## src/shared/phy_int_consts.svh

```systemverilog
// Register offsets, field positions, reset values and frame counts of the port interrupt logic
`ifndef PHY_INT_CONSTS_SVH
`define PHY_INT_CONSTS_SVH

// Management register offsets
`define REG_INT_ENABLE 5'h12
`define REG_INT_STATUS 5'h13

// Enable register field positions
`define BIT_AN_MASK 7
`define BIT_SPEED_MASK 6
`define BIT_DUPLEX_MASK 5
`define BIT_LINK_MASK 4
`define BIT_PORT_INT_EN 1
`define BIT_TEST_FORCE 0

// Status register field positions
`define EVENT_MSB 7
`define EVENT_LSB 4
`define BIT_INT_PENDING 2

// Event vector order: autoneg, speed, duplex, link
`define EV_AN 3
`define EV_SPEED 2
`define EV_DUPLEX 1
`define EV_LINK 0

// Reset values
`define ENABLE_RESET 8'h00
`define STATUS_RESET 4'h0
`define READ_RESET 16'h0000

// Serial frame counts and opcodes
`define PREAMBLE_BITS 6'h20
`define HDR_LAST 6'h0c
`define RD_TA_DRIVE 6'h01
`define RD_LAST 6'h12
`define WR_DATA_FIRST 6'h02
`define WR_LAST 6'h11
`define OP_READ 2'h2
`define OP_WRITE 2'h1

`endif

```

## src/shared/phy_int_pkg.sv

```systemverilog
// Types shared by the port interrupt logic and its serial management slave
package phy_int_pkg;

    // Phases of one management frame
    typedef enum logic [1:0] {
        MDIO_PREAMBLE,
        MDIO_HEADER,
        MDIO_READ,
        MDIO_WRITE
    } mdio_state_t;

endpackage : phy_int_pkg

```

## src/core/mdio_frame_slave.sv

```systemverilog
// Management serial frame slave: decodes read and write frames into register strobes
`timescale 1ns/1ps
`include "phy_int_consts.svh"

module mdio_frame_slave #(
    parameter logic [4:0] PHY_ADDR = 5'h00
) (
    input wire logic clock,
    input wire logic reset,
    input wire logic mdc_pin,
    input wire logic mdio_in,
    output logic mdio_out,
    output logic mdio_oe,
    output logic rd_req,
    output logic wr_req,
    output logic [4:0] reg_addr,
    output logic [15:0] wr_data,
    input wire logic [15:0] rd_data
);

    logic [2:0] mdc_sync; // Three-stage pin synchroniser for the serial clock
    logic [2:0] mdio_sync; // Three-stage pin synchroniser for the data pin
    logic mdc_level; // Debounced serial clock level
    phy_int_pkg::mdio_state_t state; // Frame phase
    logic [5:0] cnt; // Bit counter within a phase
    logic [12:0] hdr; // Start bit, opcode, port and register address
    logic [15:0] shift; // Data shifter, both directions
    logic match; // Frame addresses this port
    logic [2:0] next_mdc_sync;
    logic [2:0] next_mdio_sync;
    logic next_mdc_level;
    phy_int_pkg::mdio_state_t next_state;
    logic [5:0] next_cnt;
    logic [12:0] next_hdr;
    logic [15:0] next_shift;
    logic next_match;
    logic next_out;
    logic next_oe;
    logic next_rd;
    logic next_wr;
    logic agree; // Second and third stages agree
    logic rise; // Serial clock rising edge seen
    logic fall; // Serial clock falling edge seen
    logic bit_in; // Data bit taken at the rising edge

    // Edge detection and frame sequencing
    always_comb begin
        next_mdc_sync = {mdc_sync[1:0], mdc_pin};
        next_mdio_sync = {mdio_sync[1:0], mdio_in};
        agree = (mdc_sync[1] == mdc_sync[2]);
        next_mdc_level = agree ? mdc_sync[2] : mdc_level;
        rise = agree & mdc_sync[2] & ~mdc_level;
        fall = agree & ~mdc_sync[2] & mdc_level;
        bit_in = mdio_sync[2];
        next_state = state;
        next_cnt = cnt;
        next_hdr = hdr;
        next_shift = shift;
        next_match = match;
        next_out = mdio_out;
        next_oe = mdio_oe;
        next_rd = 1'b0;
        next_wr = 1'b0;
        case (state)
            phy_int_pkg::MDIO_PREAMBLE: begin
                // Count ones; a zero after a full preamble opens the frame
                if (rise) begin
                    if (bit_in) begin
                        next_cnt = (cnt == `PREAMBLE_BITS) ? cnt : cnt + 6'h01;
                    end else if (cnt == `PREAMBLE_BITS) begin
                        next_state = phy_int_pkg::MDIO_HEADER;
                        next_cnt = 6'h00;
                    end else begin
                        next_cnt = 6'h00;
                    end
                end
            end
            phy_int_pkg::MDIO_HEADER: begin
                // Collect second start bit, opcode and both addresses
                if (rise) begin
                    next_hdr = {hdr[11:0], bit_in};
                    next_cnt = cnt + 6'h01;
                    if (cnt == `HDR_LAST) begin
                        next_cnt = 6'h00;
                        next_match = next_hdr[12] && (next_hdr[9:5] == PHY_ADDR);
                        if (next_hdr[11:10] == `OP_READ && next_match) begin
                            next_rd = 1'b1;
                            next_state = phy_int_pkg::MDIO_READ;
                        end else if (next_hdr[11:10] == `OP_WRITE) begin
                            next_state = phy_int_pkg::MDIO_WRITE;
                        end else begin
                            next_state = phy_int_pkg::MDIO_PREAMBLE;
                        end
                    end
                end
            end
            phy_int_pkg::MDIO_READ: begin
                // Turnaround, then sixteen bits driven on falling edges
                if (fall) begin
                    next_cnt = cnt + 6'h01;
                    if (cnt == `RD_TA_DRIVE) begin
                        next_oe = 1'b1;
                        next_out = 1'b0;
                        next_shift = rd_data;
                    end else if (cnt == `RD_LAST) begin
                        next_oe = 1'b0;
                        next_out = 1'b0;
                        next_cnt = 6'h00;
                        next_state = phy_int_pkg::MDIO_PREAMBLE;
                    end else if (cnt > `RD_TA_DRIVE) begin
                        next_out = shift[15];
                        next_shift = {shift[14:0], 1'b0};
                    end
                end
            end
            phy_int_pkg::MDIO_WRITE: begin
                // Skip turnaround, shift in data; strobe only if addressed
                if (rise) begin
                    next_cnt = cnt + 6'h01;
                    if (cnt >= `WR_DATA_FIRST) begin
                        next_shift = {shift[14:0], bit_in};
                    end
                    if (cnt == `WR_LAST) begin
                        next_cnt = 6'h00;
                        next_wr = match;
                        next_state = phy_int_pkg::MDIO_PREAMBLE;
                    end
                end
            end
            default: begin
                next_state = phy_int_pkg::MDIO_PREAMBLE;
                next_cnt = 6'h00;
                next_oe = 1'b0;
            end
        endcase
    end

    // Frame state registers
    always_ff @(posedge clock or posedge reset) begin
        if (reset) begin
            mdc_sync <= 3'h0;
            mdio_sync <= 3'h0;
            mdc_level <= 1'b0;
            state <= phy_int_pkg::MDIO_PREAMBLE;
            cnt <= 6'h00;
            hdr <= 13'h0000;
            shift <= 16'h0000;
            match <= 1'b0;
            mdio_out <= 1'b0;
            mdio_oe <= 1'b0;
            rd_req <= 1'b0;
            wr_req <= 1'b0;
        end else begin
            mdc_sync <= next_mdc_sync;
            mdio_sync <= next_mdio_sync;
            mdc_level <= next_mdc_level;
            state <= next_state;
            cnt <= next_cnt;
            hdr <= next_hdr;
            shift <= next_shift;
            match <= next_match;
            mdio_out <= next_out;
            mdio_oe <= next_oe;
            rd_req <= next_rd;
            wr_req <= next_wr;
        end
    end

    // Register address and write data come straight from the frame flops
    assign reg_addr = hdr[4:0];
    assign wr_data = shift;

endmodule : mdio_frame_slave

```

## src/core/phy_port_interrupt_logic.sv

```systemverilog
// Per-port interrupt logic: event latches, masks, enable and test force behind the management bus
`timescale 1ns/1ps
`include "phy_int_consts.svh"

// Contract
// Autoneg mask gates autoneg-done interrupt
// Speed mask gates speed-change interrupt
// Duplex mask gates duplex-change interrupt
// Link mask gates link-change interrupt
// Port enable gates all port interrupts; the code lets test force raise the interrupt with the port enable off
// Test force drives interrupt indication active
// Software writes zero to enable bits 15:8
// Software writes zero to enable bit 2
// Autoneg done latches, clears on read
// Speed change latches until status read
// Duplex change latches until status read
// Link change latches until status read
// Pending bit shows interrupt, clears on read
// Status read returns latched values, then clears
// Interrupt on enabled masked event or force
// After clearing read, interrupt drops unless renewed
module phy_port_interrupt_logic #(
    parameter logic [4:0] PHY_ADDR = 5'h00
) (
    input wire logic CLOCK,
    input wire logic SYS_RST,
    input wire logic MDC,
    input wire logic MDIO_IN,
    output logic MDIO_OUT,
    output logic MDIO_OE,
    input wire logic AN_COMPLETE,
    input wire logic SPEED_100,
    input wire logic FULL_DUPLEX,
    input wire logic LINK_UP,
    output logic INTERRUPT_OUT
);

    logic rd_req; // One-cycle read strobe from the serial slave
    logic wr_req; // One-cycle write strobe from the serial slave
    logic [4:0] reg_addr; // Register addressed by the current frame
    logic [15:0] wr_data; // Data of a write frame
    logic [15:0] rd_data; // Read answer held for the serial slave

    logic [7:0] mask; // Enable register bits 7:0
    logic [3:0] status; // Latched events: autoneg, speed, duplex, link
    logic [3:0] prev; // Last sampled line state
    logic primed; // Line state has been sampled once since reset
    logic pending; // Management interrupt indication

    logic [7:0] next_mask;
    logic [3:0] next_status;
    logic [3:0] next_prev;
    logic next_primed;
    logic next_pending;
    logic [15:0] next_rd_data;
    logic [3:0] ev; // Events seen this cycle
    logic status_read; // Status register read this cycle
    logic enable_write; // Enable register written this cycle

    // Serial management frame engine
    mdio_frame_slave #(
        .PHY_ADDR(PHY_ADDR)
    ) u_mdio (
        .clock(CLOCK),
        .reset(SYS_RST),
        .mdc_pin(MDC),
        .mdio_in(MDIO_IN),
        .mdio_out(MDIO_OUT),
        .mdio_oe(MDIO_OE),
        .rd_req(rd_req),
        .wr_req(wr_req),
        .reg_addr(reg_addr),
        .wr_data(wr_data),
        .rd_data(rd_data)
    );

    // Event detection, latching, masking and register access
    always_comb begin
        next_prev = {AN_COMPLETE, SPEED_100, FULL_DUPLEX, LINK_UP};
        next_primed = 1'b1;
        // Events are ignored on the first cycle so the reset value of prev causes none
        ev = 4'h0;
        if (primed) begin
            ev[`EV_AN] = AN_COMPLETE & ~prev[`EV_AN];
            ev[`EV_SPEED] = SPEED_100 ^ prev[`EV_SPEED];
            ev[`EV_DUPLEX] = FULL_DUPLEX ^ prev[`EV_DUPLEX];
            ev[`EV_LINK] = LINK_UP ^ prev[`EV_LINK];
        end
        status_read = rd_req && (reg_addr == `REG_INT_STATUS);
        enable_write = wr_req && (reg_addr == `REG_INT_ENABLE);

        // Enable register keeps bits 7:0; upper bits are dropped
        next_mask = mask;
        if (enable_write) begin
            next_mask = wr_data[7:0];
        end

        // A read clears the latches, but an event in the same cycle still sets
        if (status_read) begin
            next_status = ev;
        end else begin
            next_status = status | ev;
        end

        // Interrupt: forced, or enabled with any latched event whose mask is set
        next_pending = next_mask[`BIT_TEST_FORCE]
            | (next_mask[`BIT_PORT_INT_EN]
            & (|(next_status & next_mask[`EVENT_MSB:`EVENT_LSB])));

        // Read answer captured on the strobe, before the latches clear
        next_rd_data = rd_data;
        if (rd_req) begin
            case (reg_addr)
                `REG_INT_ENABLE: begin
                    next_rd_data = {8'h00, mask};
                end
                `REG_INT_STATUS: begin
                    next_rd_data = {8'h00, status, 1'b0, pending, 2'h0};
                end
                default: begin
                    next_rd_data = 16'h0000;
                end
            endcase
        end
    end

    // Register state
    always_ff @(posedge CLOCK or posedge SYS_RST) begin
        if (SYS_RST) begin
            mask <= `ENABLE_RESET;
            status <= `STATUS_RESET;
            prev <= 4'h0;
            primed <= 1'b0;
            pending <= 1'b0;
            rd_data <= `READ_RESET;
        end else begin
            mask <= next_mask;
            status <= next_status;
            prev <= next_prev;
            primed <= next_primed;
            pending <= next_pending;
            rd_data <= next_rd_data;
        end
    end

    // Interrupt indication comes from its own flop
    assign INTERRUPT_OUT = pending;

    // Autoneg event reaches the output only when unmasked and enabled
    autoneg_mask_a: assert property (
        @(posedge CLOCK) disable iff (SYS_RST)
        (status[`EV_AN] && mask[`BIT_PORT_INT_EN] && !mask[`BIT_TEST_FORCE]
         && (status & mask[`EVENT_MSB:`EVENT_LSB] & 4'h7) == 4'h0)
        |-> (INTERRUPT_OUT == mask[`BIT_AN_MASK]))
        else $error("autoneg mask does not steer the interrupt");

    // Speed change event
    speed_mask_a: assert property (
        @(posedge CLOCK) disable iff (SYS_RST)
        (status[`EV_SPEED] && mask[`BIT_SPEED_MASK] && mask[`BIT_PORT_INT_EN]) |-> INTERRUPT_OUT)
        else $error("unmasked speed change gave no interrupt");

    // Duplex change event
    duplex_mask_a: assert property (
        @(posedge CLOCK) disable iff (SYS_RST)
        (status[`EV_DUPLEX] && mask[`BIT_DUPLEX_MASK] && mask[`BIT_PORT_INT_EN]) |-> INTERRUPT_OUT)
        else $error("unmasked duplex change gave no interrupt");

    // Link change event
    link_mask_a: assert property (
        @(posedge CLOCK) disable iff (SYS_RST)
        (status[`EV_LINK] && mask[`BIT_LINK_MASK] && mask[`BIT_PORT_INT_EN]) |-> INTERRUPT_OUT)
        else $error("unmasked link change gave no interrupt");

    // Port enable off and no force means no interrupt
    port_enable_a: assert property (
        @(posedge CLOCK) disable iff (SYS_RST)
        (!mask[`BIT_PORT_INT_EN] && !mask[`BIT_TEST_FORCE]) |-> !INTERRUPT_OUT)
        else $error("interrupt raised while port disabled");

    // Test force holds the indication active
    test_force_a: assert property (
        @(posedge CLOCK) disable iff (SYS_RST)
        mask[`BIT_TEST_FORCE] |-> INTERRUPT_OUT)
        else $error("test force did not raise the interrupt");

    // Speed line change is latched one cycle later
    speed_latch_a: assert property (
        @(posedge CLOCK) disable iff (SYS_RST)
        (primed && $changed(SPEED_100)) |=> status[`EV_SPEED])
        else $error("speed change not latched");

    // Latched link event stays until a status read
    link_hold_a: assert property (
        @(posedge CLOCK) disable iff (SYS_RST)
        (status[`EV_LINK] && !status_read) |=> status[`EV_LINK])
        else $error("link change latch lost without a read");

    // Status read returns the latched values and then clears them
    status_read_a: assert property (
        @(posedge CLOCK) disable iff (SYS_RST)
        status_read |=> (rd_data[`EVENT_MSB:`EVENT_LSB] == $past(status))
                        && (rd_data[`BIT_INT_PENDING] == $past(INTERRUPT_OUT))
                        && (status == $past(ev)))
        else $error("status read answer or clear wrong");

    // After a clearing read with no new event and no force the interrupt drops
    read_release_a: assert property (
        @(posedge CLOCK) disable iff (SYS_RST)
        (status_read && ev == 4'h0 && !mask[`BIT_TEST_FORCE]) |=> !INTERRUPT_OUT)
        else $error("interrupt held after clearing read");

    // Raised interrupt always has a cause
    int_cause_a: assert property (
        @(posedge CLOCK) disable iff (SYS_RST)
        $rose(INTERRUPT_OUT) |-> (mask[`BIT_TEST_FORCE]
            || (mask[`BIT_PORT_INT_EN] && (status & mask[`EVENT_MSB:`EVENT_LSB]) != 4'h0)))
        else $error("interrupt rose without a cause");

    // Latch and hold checks
    // Autoneg done latches
    autoneg_latch_a: assert property (
        @(posedge CLOCK) disable iff (SYS_RST)
        (primed && $rose(AN_COMPLETE)) |=> status[`EV_AN])
        else $error("autoneg done not latched");

    // Duplex change latches
    duplex_latch_a: assert property (
        @(posedge CLOCK) disable iff (SYS_RST)
        (primed && $changed(FULL_DUPLEX)) |=> status[`EV_DUPLEX])
        else $error("duplex change not latched");

    // Link change latches
    link_latch_a: assert property (
        @(posedge CLOCK) disable iff (SYS_RST)
        (primed && $changed(LINK_UP)) |=> status[`EV_LINK])
        else $error("link change not latched");

    // Autoneg latch held
    autoneg_hold_a: assert property (
        @(posedge CLOCK) disable iff (SYS_RST)
        (status[`EV_AN] && !status_read) |=> status[`EV_AN])
        else $error("autoneg latch lost");

    // Speed latch held
    speed_hold_a: assert property (
        @(posedge CLOCK) disable iff (SYS_RST)
        (status[`EV_SPEED] && !status_read) |=> status[`EV_SPEED])
        else $error("speed latch lost");

    // Duplex latch held
    duplex_hold_a: assert property (
        @(posedge CLOCK) disable iff (SYS_RST)
        (status[`EV_DUPLEX] && !status_read) |=> status[`EV_DUPLEX])
        else $error("duplex latch lost");

    // No event from the reset state
    reset_quiet_a: assert property (
        @(posedge CLOCK) disable iff (SYS_RST)
        !primed |=> (status == 4'h0))
        else $error("event latched from reset");

    // Mask, enable and read checks
    // Unmasked autoneg interrupts
    autoneg_raise_a: assert property (
        @(posedge CLOCK) disable iff (SYS_RST)
        (status[`EV_AN] && mask[`BIT_AN_MASK] && mask[`BIT_PORT_INT_EN]) |-> INTERRUPT_OUT)
        else $error("unmasked autoneg gave no interrupt");

    // Masked events stay silent
    masked_quiet_a: assert property (
        @(posedge CLOCK) disable iff (SYS_RST)
        (!mask[`BIT_TEST_FORCE] && (status & mask[`EVENT_MSB:`EVENT_LSB]) == 4'h0) |-> !INTERRUPT_OUT)
        else $error("masked event interrupted");

    // Any enabled unmasked event interrupts
    any_event_a: assert property (
        @(posedge CLOCK) disable iff (SYS_RST)
        (mask[`BIT_PORT_INT_EN] && (status & mask[`EVENT_MSB:`EVENT_LSB]) != 4'h0) |-> INTERRUPT_OUT)
        else $error("enabled event gave no interrupt");

    // Force survives a clearing read
    force_read_a: assert property (
        @(posedge CLOCK) disable iff (SYS_RST)
        (status_read && mask[`BIT_TEST_FORCE]) |=> INTERRUPT_OUT)
        else $error("force lost on read");

    // Enable write lands
    enable_write_a: assert property (
        @(posedge CLOCK) disable iff (SYS_RST)
        enable_write |=> (mask == wr_data[7:0]))
        else $error("enable write lost");

    // Enable read answers the stored bits
    enable_read_a: assert property (
        @(posedge CLOCK) disable iff (SYS_RST)
        (rd_req && reg_addr == `REG_INT_ENABLE) |=> (rd_data == {8'h00, $past(mask)}))
        else $error("enable read wrong");

    // Unused status bits read zero
    status_zero_a: assert property (
        @(posedge CLOCK) disable iff (SYS_RST)
        status_read |=> (rd_data[15:8] == 8'h00 && rd_data[3] == 1'b0 && rd_data[1:0] == 2'h0))
        else $error("status spare bits set");

endmodule : phy_port_interrupt_logic

```

## config.mk

```make
export PLATFORM = sky130hd
export DESIGN_NAME = phy_port_interrupt_logic
export DESIGN_NICKNAME = d
export VERILOG_FILES = /design/src/shared/phy_int_pkg.sv /design/src/core/mdio_frame_slave.sv /design/src/core/phy_port_interrupt_logic.sv
export VERILOG_INCLUDE_DIRS = /design/src /design/src/shared
export SDC_FILE = /design/constraint.sdc
export NUM_CORES = 1
export LEC_CHECK = 0
export BUFFER_PORTS_ARGS = -buffer_cell sky130_fd_sc_hd__buf_2
export CORE_UTILIZATION = 25
export CTS_BUF_LIST = sky130_fd_sc_hd__clkbuf_2 sky130_fd_sc_hd__clkbuf_4 sky130_fd_sc_hd__clkbuf_8
export CTS_CLUSTER_SIZE = 20
export DETAILED_ROUTE_END_ITERATION = 8
export PLACE_DENSITY = 0.47
export SLEW_MARGIN = 20
export SYNTH_ARGS = -nofsm -noshare
export SYNTH_HDL_FRONTEND = slang
export SYNTH_SLANG_ARGS = --single-unit
```

## constraint.sdc

```tcl
create_clock -name CLOCK -period 4.8 [get_ports CLOCK]
set_input_delay 0.96 -clock CLOCK [delete_from_list [all_inputs] [get_ports CLOCK]]
set_output_delay 0.96 -clock CLOCK [all_outputs]
set_load 0.01 [all_outputs]
```

## Word-level counts from Yosys, hierarchy flattened

Cells that the tools add are included.

| storage, ports and cells | value |
|---|---|
| register bits | 82 |
| input bits | 8 |
| output and inout port bits | 3 |
| logic and storage cells | 128 |

| operators by class | value |
|---|---|
| add/sub/neg operators | 1 |
| order comparisons | 2 |
| equal/unequal tests | 27 |
| muxes and demuxes | 47 |
| bitwise gates (word level) | 15 |
| reduce and logical (&&, ||, !) cells | 17 |

Operators by type and width:

| cell | number |
|---|---|
| $mux W16 | 6 |
| $mux W6 | 10 |
| $pmux W16 S2 | 1 |
| $mux W2 | 12 |
| $pmux W6 S4 | 1 |
| $ne A2 B1 Y1 const B | 9 |
| $pmux W8 S2 | 1 |
| $eq A6 B5 Y1 const B | 2 |
| $mux W1 | 12 |
| $eq A5 B5 Y1 const B | 2 |
| $reduce_and A10 Y1 | 1 |
| $reduce_and A3 Y1 | 3 |
| $mux W4 | 2 |
| $mux W8 | 1 |
| $pmux W2 S4 | 1 |
| $add A6 B1 Y6 const B | 1 |
| $and A1 B1 Y1 | 6 |
| $eq A2 B2 Y1 const B | 3 |
| $eq A6 B1 Y1 const B | 1 |
| $eq A6 B4 Y1 const B | 1 |
| $eq A6 B6 Y1 const B | 1 |
| $ge A6 B2 Y1 const B | 1 |
| $gt A6 B1 Y1 const B | 1 |
| $reduce_and A6 Y1 | 1 |
| other kinds (19) | 29 |

## Longest topological paths before layout

| logic depth | value |
|---|---|
| depth in word-level cells | 9 |
| mapped depth | 8 |
| mapped depth without buffers | 7 |

## Cells and area by module

Synthesis repeated with hierarchy kept, for this count alone.

| unflattened totals | value |
|---|---|
| cell total of the unflattened synthesis | 290 |
| area total of the unflattened synthesis | 3493.4 sq um |

By module, submodules not included:

| module | instances | cells each | area each (sq um) | sequential area each (sq um) |
|---|---|---|---|---|
| mdio_frame_slave | 1 | 193 | 2403.6 | 1201.2 |
| phy_port_interrupt_logic | 1 | 97 | 1089.8 | 650.6 |

## Worst setup path before layout

Ideal clock, no wire load.

| path | value |
|---|---|
| path type | register -> register |
| start | reg u_mdio.cnt[0] |
| end | reg u_mdio.state[1] |
| library setup time | 125 ps |
| arrival time | 2096 ps |
| data required time | 4675 ps |
| path slack | 2579 ps |
| cell stages (with the launch flop) | 8 |
| buffers on the path | 0 |
| clock period less this slack | 2221 ps |
| path through | dfrtp_1 inv_1 ha_1 nand2b_4 or4_4 and3_4 a311oi_4 mux2_4 |

| on the way | value |
|---|---|
| word-level cells in the longest chain between the ends | 3 |
| elaborated cells on any way between the ends | 11 |
| classes of those cells | 10 x eq/ne; 1 x reduce/logical |

Ends and longest elaborated chain:

| what | RTL line | RTL |
|---|---|---|
| from (decl) | mdio_frame_slave.sv:25 | `logic [5:0] cnt;` |
| from (signal assigned) | mdio_frame_slave.sv:158 | `cnt <= next_cnt;` |
| $eq A6 B5 Y1 (no line), or another cell as far along | -- |  |
| $ne A2 B1 Y1 (no line) / $ne A2 B2 Y1 (equally long branches) | -- |  |
| $reduce_and A10 Y1 (no line) (*) | -- |  |
| to (signal assigned) | mdio_frame_slave.sv:144 | `state <= phy_int_pkg::MDIO_PREAMBLE;` |
| to (signal assigned) | mdio_frame_slave.sv:157 | `state <= next_state;` |
| to (decl) | mdio_frame_slave.sv:24 | `phy_int_pkg::mdio_state_t state;` |

Mark *: on every way between the ends. The rest lies on a longest branch, timed or not.
A chain may end at the register's enable or synchronous reset.

## Worst setup path in the final report

| path | value |
|---|---|
| start | reg u_mdio.cnt[2] |
| end | reg u_mdio.shift[6], in the netlist u_mdio.wr_data[6] |

| on the way | value |
|---|---|
| word-level cells in the longest chain between the ends | 4 |
| elaborated cells on any way between the ends | 11 |
| classes of those cells | 2 x order compare; 5 x eq/ne; 3 x mux; 1 x reduce/logical |

Ends and longest elaborated chain:

| what | RTL line | RTL |
|---|---|---|
| branches (longest 4 deep; another with $gt A6 B1 Y1) | -- |  |
| to (signal assigned) | mdio_frame_slave.sv:160 | `shift <= next_shift;` |
| to (decl) | mdio_frame_slave.sv:27 | `logic [15:0] shift;` |

Parallel ways; which one is timed is not known. The select of a mux whose other input is x is not followed.

==> metrics.md <==
| Metric | Value |
|---|---|
| Status | `complete, no violations` |
| Setup bufs post-CTS | `0` |
| DRC | `0` |
| Area contributors post-synth | `dfrtp_1, mux2_2, nand2_1` |
| Largest area contributor in the synthesized netlist | `dfrtp_1` |
| First-pass GRT wire length | `10,900 um` |
| Final WS setup | `between 2 and 2.5 ns` |
| Layout cell share with drive strength beyond 1 | `19.9%` |
| Max rail drop VDD | `around 0.00012 V` |
| Critical path arrival | `between 2 and 3 ns` |
| Synth top area share | `around 55%` |
| Clock skew | `just under 0.009 ns` |
| Hold Fails Final Rpt | `0` |
| I/O Pins | `11` |
| Die width | `approximately 120 um` |
| Grt total ovfl | `0` |
| Reg clk slew, reported paths | `about 0.08 ns` |
| Worst Tran Pin Value | `1.05 ns` |
| Drt wl/cell | `~13 um` |
| CTS sink cnt | `74` |
| Net count after synthesis | `316` |
| DP Wirelength | `about 4300 um` |
| Hold Buf Count CTS | `0` |
| Worst rel slew slack | `30.0%` |
| CORE AREA | `between 10,000 and 15,000 um2` |
| Largest net degree at the start of global routing | `50` |
| Element type at the critical path end | `register` |
| Most instantiated library cell after synthesis | `dfrtp_1` |
| Fin crit share | `approximately half` |
| Avg Cell Area, Syn | `~11 um2` |
| Die ar. | `around 14,000 um2` |
| Final #Nets | `about 330` |
| Hold Crit Class | `reg2reg` |
| Post-synth EDFFs | `0` |
| Pre-CTS setup slack | `approximately 2.3 ns` |
| Power Total | `about 1.3 mW` |
| Final ANT Viol Nets | `0` |
| Post-CTS sizing | `0` |
| Min cycle time layout | `between 2 and 2.5 ns` |
| Fin Setup TNS | `0 ns` |
| Routed WL | `6260 um` |
| H-tree lvl count | `3` |
| Fmax | `between 400 and 500 MHz` |
| Antenna fix cells | `0` |
| Max-cap violations | `0` |
| RSZ-0062 raised after global routing | `false` |
| Post-synthesis sequential area ratio | `between 50% and 60%` |
| Cell area power density | `335 nW/um2` |
| Die H | `roughly 120 um` |
| Count of different cell masters after synthesis | `47` |
| Crit path kind | `reg2reg` |
| CTS Buf Count | `9` |
| Async SR Flop Fraction | `100%` |
| Synth Flop Type | `dfrtp_1` |
| Register bit count reported by yosys | `74` |
| Initial Utilization | `between 20% and 30%` |
| Vias in the first global route | `2,212` |
| Synth cell count leaders | `dfrtp_1, nand2_1, o21ai_0, mux2_2, inv_1` |
| Clock buffer depth | `2` |
| Synthesized cell area | `3390 um2` |
| Final max-slew violation count | `0` |
| Post-Synthesis Cells | `301` |
| Cell row count | `between 40 and 50` |
| TritonCTS clock tree | `done` |
| Initial DRC Count | `106` |
| Initial antenna violation count | `0` |
| CTS Root Buffer Type | `clkbuf_8` |
| Worst-path maximum fanout | `21` |
| Drt via density | `approximately 4.3` |
| GRT Util Overall | `between 9 and 10%` |
| Placer congestion estimate | `0.730` |
| Via count | `~2,100` |
| IO Port Bufs | `10` |
| Pre-antenna DRT Iters | `5` |
| Required time worst endpoint | `~5.0 ns` |
| Leak pwr | `roughly 1.7 nW` |
| Worst-Skew Late Latency | `approximately 0.34 ns` |
| Final setup fails | `0` |
| Crit start category | `register` |
| Ys Warns | `0` |
| P&R area growth vs syn | `12.3%` |
## worst paths after layout
check	startpoint	end	slack, ns	cells after the start
max	u_mdio.cnt[2]	u_mdio.wr_data[6]	2.34	4
min	u_mdio.mdio_sync[0]	u_mdio.mdio_sync[1]	0.35	0
max reg2reg	u_mdio.cnt[2]	u_mdio.wr_data[6]	2.34	4
min reg2reg	u_mdio.mdio_sync[0]	u_mdio.mdio_sync[1]	0.35	0
max in group asynchronous	SYS_RST	u_mdio.cnt[4]	3.18	3
min in group asynchronous	SYS_RST	prev[1]	0.76	2
## layer usage
layer  vias up  GRT usage, %  part of all wire, %
met1      1039          13.4                   52
met4         0          6.01                  2.0
met5         -             0                    0
met2        28          14.7                   45
met3        10          1.64                  1.6
li1       1065             -                    -
## cell families (layout without fill, tap and decap cells)
logic type	after synthesis	in the layout	share of synthesized area, %
XOR/XNOR	7	7	1.81
buffers and inverters	32	48	4.50
AO/OA/AOI/OAI	55	55	10.6
flip-flops	74	74	54.6
multiplexers	36	36	11.8
other	1	1	0.111
adder cells (fa/ha/maj)	7	7	2.58
AND/OR/NAND/NOR	89	89	14.1
## registers in the layout, summed over array words and instances (netlist names)
| name | flops |
|---|---|
| u_mdio.match | 1 |
| u_mdio.mdio_oe | 1 |
| u_mdio.mdio_out | 1 |
| u_mdio.mdc_level | 1 |
| u_mdio.mdio_sync | 3 |
| u_mdio.wr_data | 16 |
| status | 4 |
| u_mdio.state | 2 |
| u_mdio.rd_req | 1 |
| u_mdio.cnt | 6 |
| u_mdio.mdc_sync | 3 |
| primed | 1 |
| u_mdio.wr_req | 1 |
| prev | 4 |
| rd_data | 8 |
| mask | 8 |
| INTERRUPT_OUT | 1 |
| u_mdio.hdr | 12 |
## metrics by stage
step / cells / utilization [%] / cell area [um2] / hold slack, ns
2_1_floorplan: 301 / - / 3390 / 0.331
3_3_place_gp: 479 / 27.2 / 3600 / 0.334
3_5_place_dp: 479 / 27.2 / 3600 / 0.335
6_report: 493 / 28.8 / 3810 / 0.350
5_1_grt: 493 / 28.8 / 3810 / 0.357
4_1_cts: 493 / 28.8 / 3810 / 0.354
## placed cells by master, fill, tap and decap left out, types with 3 or more instances in the layout
cell	n
xor2_1	7
a31oi_1	5
a22oi_1	8
nor3_1	4
nand2b_1	3
nand2_1	43
nand3_1	9
mux2i_1	8
nand3b_1	3
dfrtp_1	74
mux2_2	25
nor2_1	10
clkbuf_8	9
o21ai_0	29
ha_1	7
buf_2	10
a21o_1	3
inv_1	22
## critical path: stages (launching register included)
cell,delay (ns)
dfrtp_1,0.48
nor4_2,0.51
nand3_1,0.62
mux2_2,0.48
mux2_2,0.26
## where the power goes
group	internal, mW	switching, mW	total (mW)
logic	0.0366	0.0745	0.111
clock network	0.287	0.225	0.512
registers	0.636	0.0186	0.655
## final cells by class
| cell class | count | area (um2) |
|---|---|---|
| clock inverter | 5 | 81.3 |
| sequential | 74 | 1850 |
| fill | 1400 | 9430 |
| clock buffer | 9 | 124 |
| multi-input combinational | 195 | 1390 |
| inverter | 23 | 87.6 |
| tap | 176 | 220 |
| timing repair buffer | 11 | 57.6 |
Power figures use the tool's default switching activity.
